[config.mk]
export PLATFORM = sky130hd
export DESIGN_NAME = clock_event_irq_status
export DESIGN_NICKNAME = d
export VERILOG_FILES = /design/src/design/clock_event_pkg.sv /design/src/design/clock_event_irq_status.sv
export VERILOG_INCLUDE_DIRS = /design/src /design/src/design
export SDC_FILE = /design/constraint.sdc
export NUM_CORES = 1
export LEC_CHECK = 0
export ABC_CLOCK_PERIOD_IN_PS = 1700
export BUFFER_PORTS_ARGS = -buffer_cell sky130_fd_sc_hd__buf_4
export CAP_MARGIN = 5
export CORE_MARGIN = 2
export CORE_UTILIZATION = 28
export DETAILED_ROUTE_END_ITERATION = 6
export SETUP_SLACK_MARGIN = 0.1
export SLEW_MARGIN = 20
export SYNTH_ARGS = -nofsm -noshare
export SYNTH_HDL_FRONTEND = slang
export SYNTH_SLANG_ARGS = --single-unit
[constraint.sdc]
create_clock -name ref_clk -period 1.7 [get_ports ref_clk]
set_input_delay 0 -clock ref_clk [delete_from_list [all_inputs] [get_ports ref_clk]]
set_output_delay 0 -clock ref_clk [all_outputs]
set_load 0.02 [all_outputs]
[src/design/clock_event_map.svh]
`ifndef CLOCK_EVENT_MAP_SVH
`define CLOCK_EVENT_MAP_SVH

// Register offsets
`define CE_OFS_HF_STARTED 12'h100
`define CE_OFS_LF_STARTED 12'h104
`define CE_OFS_RC_CAL_DONE 12'h10C
`define CE_OFS_CAL_TIMEOUT 12'h110
`define CE_OFS_IRQ_SET 12'h304
`define CE_OFS_IRQ_CLR 12'h308
`define CE_OFS_HF_RUN 12'h408

// Field positions and widths
`define CE_EVENT_BIT 0
`define CE_STATUS_BIT 0
`define CE_NUM_EVENTS 4
`define CE_ADDR_W 12
`define CE_DATA_W 32

// Reset values
`define CE_EVENTS_RESET 4'h0
`define CE_ENABLE_RESET 4'h0
`define CE_DATA_ZERO 32'h00000000

`endif

[src/design/clock_event_pkg.sv]
`include "clock_event_map.svh"

package clock_event_pkg;

   // Bit order follows the enable registers: listed from bit 3 down to bit 0
   typedef struct packed {
      logic calTimerTimeout;
      logic rcCalibrationDone;
      logic lfClockStarted;
      logic hfClockStarted;
   } clock_events_t;

   typedef struct packed {
      logic hfClockStartTask;
      logic hfClockStopTask;
      logic calTimerStartTask;
      logic calTimerStopTask;
   } clock_tasks_t;

   typedef struct packed {
      logic [`CE_ADDR_W-1:0] addr;
      logic [`CE_DATA_W-1:0] wdata;
      logic write;
      logic read;
   } reg_req_t;

endpackage

[src/design/clock_event_irq_status.sv]
`timescale 1ns/100ps
`include "clock_event_map.svh"

module clock_event_irq_status (
   input wire logic ref_clk,
   input wire logic reset,
   input wire clock_event_pkg::reg_req_t regReq,
   output logic [`CE_DATA_W-1:0] regRData,
   input wire clock_event_pkg::clock_events_t eventPulse,
   input wire clock_event_pkg::clock_tasks_t taskPulse,
   output logic irq
);

   clock_event_pkg::clock_events_t events_reg, events_next;
   clock_event_pkg::clock_events_t irqEnable_reg, irqEnable_next;
   logic hfStartRequested_reg, hfStartRequested_next;
   logic calTimerRunning_reg, calTimerRunning_next;
   logic [`CE_DATA_W-1:0] regRData_reg, regRData_next;
   logic irq_reg, irq_next;
   logic [`CE_NUM_EVENTS-1:0] evWrite;
   logic [`CE_NUM_EVENTS-1:0] evPulse;
   logic [`CE_NUM_EVENTS-1:0] evNext;

   assign regRData = regRData_reg;
   assign irq = irq_reg;

   // Timeout only counts from a timer that software has started
   // started timer only
   always_comb begin
      calTimerRunning_next = calTimerRunning_reg;
      if (taskPulse.calTimerStopTask || eventPulse.calTimerTimeout) begin
         calTimerRunning_next = 1'b0;
      end
      if (taskPulse.calTimerStartTask) begin
         calTimerRunning_next = 1'b1;
      end
   end

   always_comb begin
      evWrite[0] = regReq.write && regReq.addr == `CE_OFS_HF_STARTED;
      evWrite[1] = regReq.write && regReq.addr == `CE_OFS_LF_STARTED;
      evWrite[2] = regReq.write && regReq.addr == `CE_OFS_RC_CAL_DONE;
      evWrite[3] = regReq.write && regReq.addr == `CE_OFS_CAL_TIMEOUT;
      evPulse = eventPulse;
      evPulse[3] = eventPulse.calTimerTimeout && calTimerRunning_reg;
   end

   // Event flags: a write stores bit 0, a hardware event in the same cycle wins
   // event flag storage
   genvar gi;
   generate
      for (gi = 0; gi < `CE_NUM_EVENTS; gi++) begin : g_event
         always_comb begin
            evNext[gi] = evWrite[gi] ? regReq.wdata[`CE_EVENT_BIT] : events_reg[gi];
            if (evPulse[gi]) begin
               evNext[gi] = 1'b1;
            end
         end
      end
   endgenerate

   always_comb begin
      events_next = evNext;
   end

   always_comb begin
      irqEnable_next = irqEnable_reg;
      if (regReq.write && regReq.addr == `CE_OFS_IRQ_SET) begin
         irqEnable_next = irqEnable_reg | regReq.wdata[`CE_NUM_EVENTS-1:0];
      end else if (regReq.write && regReq.addr == `CE_OFS_IRQ_CLR) begin
         irqEnable_next = irqEnable_reg & ~regReq.wdata[`CE_NUM_EVENTS-1:0];
      end
   end

   // Stop task drops the status so a later start shows again
   // start task status
   always_comb begin
      hfStartRequested_next = hfStartRequested_reg;
      if (taskPulse.hfClockStopTask) begin
         hfStartRequested_next = 1'b0;
      end
      if (taskPulse.hfClockStartTask) begin
         hfStartRequested_next = 1'b1;
      end
   end

   always_comb begin
      regRData_next = `CE_DATA_ZERO;
      if (regReq.read) begin
         case (regReq.addr)
            `CE_OFS_HF_STARTED: regRData_next[`CE_EVENT_BIT] = events_reg.hfClockStarted;
            `CE_OFS_LF_STARTED: regRData_next[`CE_EVENT_BIT] = events_reg.lfClockStarted;
            `CE_OFS_RC_CAL_DONE: regRData_next[`CE_EVENT_BIT] = events_reg.rcCalibrationDone;
            `CE_OFS_CAL_TIMEOUT: regRData_next[`CE_EVENT_BIT] = events_reg.calTimerTimeout;
            `CE_OFS_IRQ_SET, `CE_OFS_IRQ_CLR: begin
               regRData_next[`CE_NUM_EVENTS-1:0] = irqEnable_reg;
            end
            `CE_OFS_HF_RUN: regRData_next[`CE_STATUS_BIT] = hfStartRequested_reg;
            default: regRData_next = `CE_DATA_ZERO;
         endcase
      end
   end

   // Level from registered state; follows flags one cycle late
   always_comb begin
      irq_next = |(events_reg & irqEnable_reg);
   end

   always_ff @(posedge ref_clk) begin
      if (reset) begin
         events_reg <= `CE_EVENTS_RESET;
         irqEnable_reg <= `CE_ENABLE_RESET;
         hfStartRequested_reg <= 1'b0;
         calTimerRunning_reg <= 1'b0;
         regRData_reg <= `CE_DATA_ZERO;
         irq_reg <= 1'b0;
      end else begin
         events_reg <= events_next;
         irqEnable_reg <= irqEnable_next;
         hfStartRequested_reg <= hfStartRequested_next;
         calTimerRunning_reg <= calTimerRunning_next;
         regRData_reg <= regRData_next;
         irq_reg <= irq_next;
      end
   end
endmodule

After elaboration in Yosys (flattened, before gate mapping)
Cells that the tools add are included.
- bits in registers: 43
- input bits: 56
- output and inout port bits: 33
- word-level logic and storage cells: 61
- equality and inequality tests: 7
- mux-type cells: 15
- bitwise gates (word level): 6
- reductions and logical operators: 19
- operators by type and width (kind ; number):
    12-bit by 9-bit equality test with 1-bit output, second input constant ; 4
    12-bit by 10-bit equality test with 1-bit output, second input constant ; 2
    2-bit nonzero test ; 7
    12-bit by 11-bit equality test with 1-bit output, second input constant ; 1
    1-bit 2-to-1 mux ; 12
    4-bit bitwise AND ; 2
    4-bit 2-to-1 mux ; 2
    1-bit logical AND ; 7
    1-bit one-hot mux with 6 select lines ; 1
    4-bit inverter ; 1
    4-bit OR ; 1
    2-bit OR reduction ; 2
    4-bit OR reduction ; 1
    3-bit OR reduction ; 1
    1-bit inverter ; 2
    1-bit logical OR ; 1

Depth between registers and ports, before layout
- depth in word-level cells: 4
- depth in mapped cells: 5
- gate-level depth less buffers: 4

Worst setup path after synthesis
No wires, ideal clock.
- path type: input-to-reg
- start point: in regReq[38] (netlist name)
- end point: reg regRData_reg[1], in the netlist regRData[1]
- setup time: 0.059 ns
- arrival time: 1.298 ns
- data required time: 1.641 ns
- path slack: 0.342 ns
- cell stages on the path: 4
- buffers on the path: 0
- cell sequence: or4_4 -> or3_4 -> nor4_4 -> and2_1
- word-level cells in the longest chain between the ends: 4
- elaborated cells between the ends (all ways): 5
- classes of those cells: eq/ne: 2; bitwise: 1; reduce/logical: 2
- ends and longest elaborated chain (element ; RTL line ; source):
    from (decl) ; clock_event_irq_status.sv:7 ; input wire clock_event_pkg::reg_req_t regReq,
    12-bit by 10-bit equality test with 1-bit output ; clock_event_irq_status.sv:90 ; case (regReq.addr)
    2-bit OR reduction (*) ; clock_event_irq_status.sv:90 ;
    1-bit inverter (no source line) (*) ; -- ;
    3-bit OR reduction (no source line) (*) ; -- ;
    to (signal assigned) ; clock_event_irq_status.sv:115 ; regRData_reg <= `CE_DATA_ZERO;
    to (signal assigned) ; clock_event_irq_status.sv:122 ; regRData_reg <= regRData_next;
    to (decl) ; clock_event_irq_status.sv:18 ; logic [`CE_DATA_W-1:0] regRData_reg, regRData_next;
Every way passes the cells marked *; elsewhere a longest branch is shown, timed or not.
A chain may end at the register's enable or synchronous reset.

Worst setup path after layout
Same ends and word-level chain as after synthesis.

==> impl_results.md <==
- Crit end category: flip-flop
- Critical Path Start Type: input port
- Number of distinct library cells after synthesis: 37
- Clock tree from TritonCTS: done
- Worst R2R End: hfStartRequested_reg
- Final nets: 215
- Worst R2R Path Depth: 3
- HPWL Detailed: 1727 µm
- Final setup skew: 3.108 ps
- Synthesized cell area: 992.2 µm²
- DRT iter0 DRCs: 22
- Peak fanout along the critical path: 7
- Largest stage delay, worst path: 550 ps
- Portion of the clock cycle consumed by the worst path in the final layout: 75.83%
- Maximum clock frequency: 0.7758 GHz
- Startpoint of the worst-slack reg-to-reg timing path: hfStartRequested_reg
- Clk_lat worst skew: 280 ps
- Cell with the most instances after synthesis: buf_4
- Number of nets still failing antenna checks after routing: 0
- Run status: completed
- LEAKAGE: 0.5920 nW
- Number of hold violations in the final report: 0
- Class of the tightest hold or removal check: input port to flip-flop
- Register area share after synthesis: 30.26%
- Core Box Area: 3363 µm²
- Cell Chain, Critical Path: buf_4, or4_4, or3_4, nor4_4, and2_1
- Final Worst Setup Slack: 411.0 ps
- Largest cells by area after synthesis: dfxtp_1 (30%), buf_4 (21%), mux2i_1 (4.0%), nor2_1 (2.6%), nand4b_1 (2.6%)
- Count of inserted antenna diode cells: 0
- Cell type with the highest aggregate area in the netlist: dfxtp_1
- Endpoint arrival time on the critical path: 1520 ps
- Total I/O pin count: 89
- Initial DRT Pass Iterations: 4
- Post-detailed-routing wire length: 2156 µm
- Post-CTS setup buffers: 0
- Vias in the first global route: 818
- Commonest register cell after synthesis: dfxtp_1
- Number of enable flip-flop cells after synthesis: 0
- Cell with the largest stage delay on the worst path: or4_4
- Max-slew violation count: 0
- Number of placement rows: 21
- Remaining Overflow, GRT: 0
- Worst Path Required: 1930 ps
- I/O Buffers: 32
- Overall via count from detail_route: 880
- Post-CTS clock slew at the launch and capture registers of the worst setup and hold paths: 90 ps
- Number of instances in the synthesized netlist: 116
- Area share of the largest cell type after synthesis: 30.26%
- Register bit count reported by yosys: 15
- First-pass GRT wire length: 3422 µm
- Clock buffer depth: 2
- Post-detailed-route wirelength per cell: 10.57 µm
- Yosys warning count: 0
- H-tree Lvls: 1
- Die area: 4035 µm²
- Initial antenna violation count: 0
- Count of cells resized by post-cts repair: 0
- Die boundary width: 63.53 µm
- Routability-driven placement congestion ratio: 0.8159
- Category of the most critical setup path: input port to flip-flop
- Register-to-Register Setup Slack: 560 ps
- Fill cell instance count of the final layout: 368
- Largest voltage drop on the vdd net: 0.0001725 V
- Final min period: 1289 ps
- Fraction of final layout cells sized beyond drive strength 1: 26.58%
- Root buffer cell: clkbuf_4
- Average via count per standard cell: 4.314
- Total GRT Usage: 10.57%
- Cell types with the highest counts after synthesis: buf_4 (28), dfxtp_1 (15), nor2_1 (7)
- Setup Viol. Count Final: 0
- Clk sinks: 15
- Setup repair after global routing missed its margin: no
- Area overhead of the layout relative to synthesis: 30.14%
- Setup total negative slack: 0 ps
- Synth Area per Inst: 8.553 µm²
- Areal power density over the cells: 589.1 nW/µm²
- Detailed-route DRC error count: 0
- Share of async-settable or async-resettable flops after synthesis: 0%
- Worst Min Path Start: regReq[3]
- Largest net degree at the start of global routing: 10
- Worst hold path cell count: 3
- Height of the die: 63.53 µm
- Starting utilization of the core area: 29.50%
- Clock buffers created by TritonCTS: 3
- Max-capacitance violation count: 0
- Sum of buffers and inverters on the critical path: 1
- Worst Setup Slack post-DPL: 92.98 ps
- Category of cells accounting for the largest share of critical-path delay: simple AND/OR/NAND/NOR gates
[per-layer routing]
| metal | up-vias | track usage, % | share of wire (%) |
|---|---|---|---|
| met4 | 0 | 3.804 | 0 |
| met2 | 40 | 18.82 | 51 |
| met5 | - | 0 | 0 |
| met3 | 0 | 2.321 | 8.4 |
| li1 | 440 | - | - |
| met1 | 400 | 12.31 | 40 |
[tightest hold or removal path, delay by kind of cell]
family | cells | cell delay (ps)
simple gates | 1 | 90
mux | 1 | 70
buf+inv | 1 | 110
[stage by stage]
stage               power (mW)  hold slack (ps)  std cells  util [%]  area, µm²
finish                  0.7607            21.08        204     38.39       1291
detailed placement      0.5393            215.1        191     34.90       1174
CTS                     0.7637            12.35        204     38.39       1291
floorplan               0.5205            117.4        143         -       1094
global placement        0.5374            210.2        191     34.90       1174
global route            0.8002            21.26        204     38.39       1291
[cells in the final DEF (no fill, tap or decap), types with 2 or more instances in the layout]
cell / instances
buf_4: 32
conb_1: 28
dfxtp_1: 15
dlygate4sd3_1: 9
nor2_1: 7
nand2_1: 6
inv_1: 5
a31oi_1: 4
mux2i_1: 4
a21oi_1: 4
and2_1: 3
nor3_1: 3
nand4_1: 3
nand4b_1: 3
nand3_1: 3
clkbuf_4: 3
o21ai_0: 2
or3_1: 2
a22oi_1: 2
[report_power, final]
part / leakage, nW / switching (mW) / internal [mW]
Sequential: 0.123 / 0.00646 / 0.361
Clock: 0.0177 / 0.124 / 0.0874
Combinational: 0.452 / 0.107 / 0.0753
Total: 0.592 / 0.237 / 0.523
[cell families (layout without fill, tap and decap cells)]
logic type      count (synthesis)  count (layout)  synth area share (%)
mux                             5               5                 5.170
other cells                     1              28                0.3779
simple gates                   42              42                 28.25
compound gates                 17              17                 11.22
buf+inv                        35              50                 23.83
xor+xnor                        1               1                0.8829
flops                          15              15                 30.27
[layout make-up]
| type | count | area, µm² | share of cell area [%] |
|---|---|---|---|
| flip-flops and latches | 15 | 300.3 | 23.26 |
| inverters | 5 | 18.77 | 1.453 |
| clock buffers | 3 | 22.52 | 1.744 |
| multi-input cells | 93 | 556.8 | 43.12 |
| clock inverters | 1 | 5.005 | 0.3876 |
| well taps | 46 | 57.56 | 4.457 |
| repair buffers | 41 | 330.3 | 25.58 |
[worst max path at each step]
stage | startpoint | to | slack (ps) | cells past startpoint
after floorplan | regReq[38] | regRData[1] | 340 | 4
after global routing | regReq[38] | flip-flop | 340 | 5
final | regReq[38] | regRData[1] | 410 | 5
after global placement | regReq[38] | regRData[2] | 120 | 5
after CTS | regReq[38] | regRData[3] | 400 | 5
after detailed placement | regReq[38] | regRData[1] | 90 | 5
[timing repair]
item / in CTS / in global routing
hold buffers: 9 / 0
hold endpoints to repair: 8 / 0
endpoints found under the setup margin: 0 / 0
No activity file was read; power rests on OpenSTA's default activity.
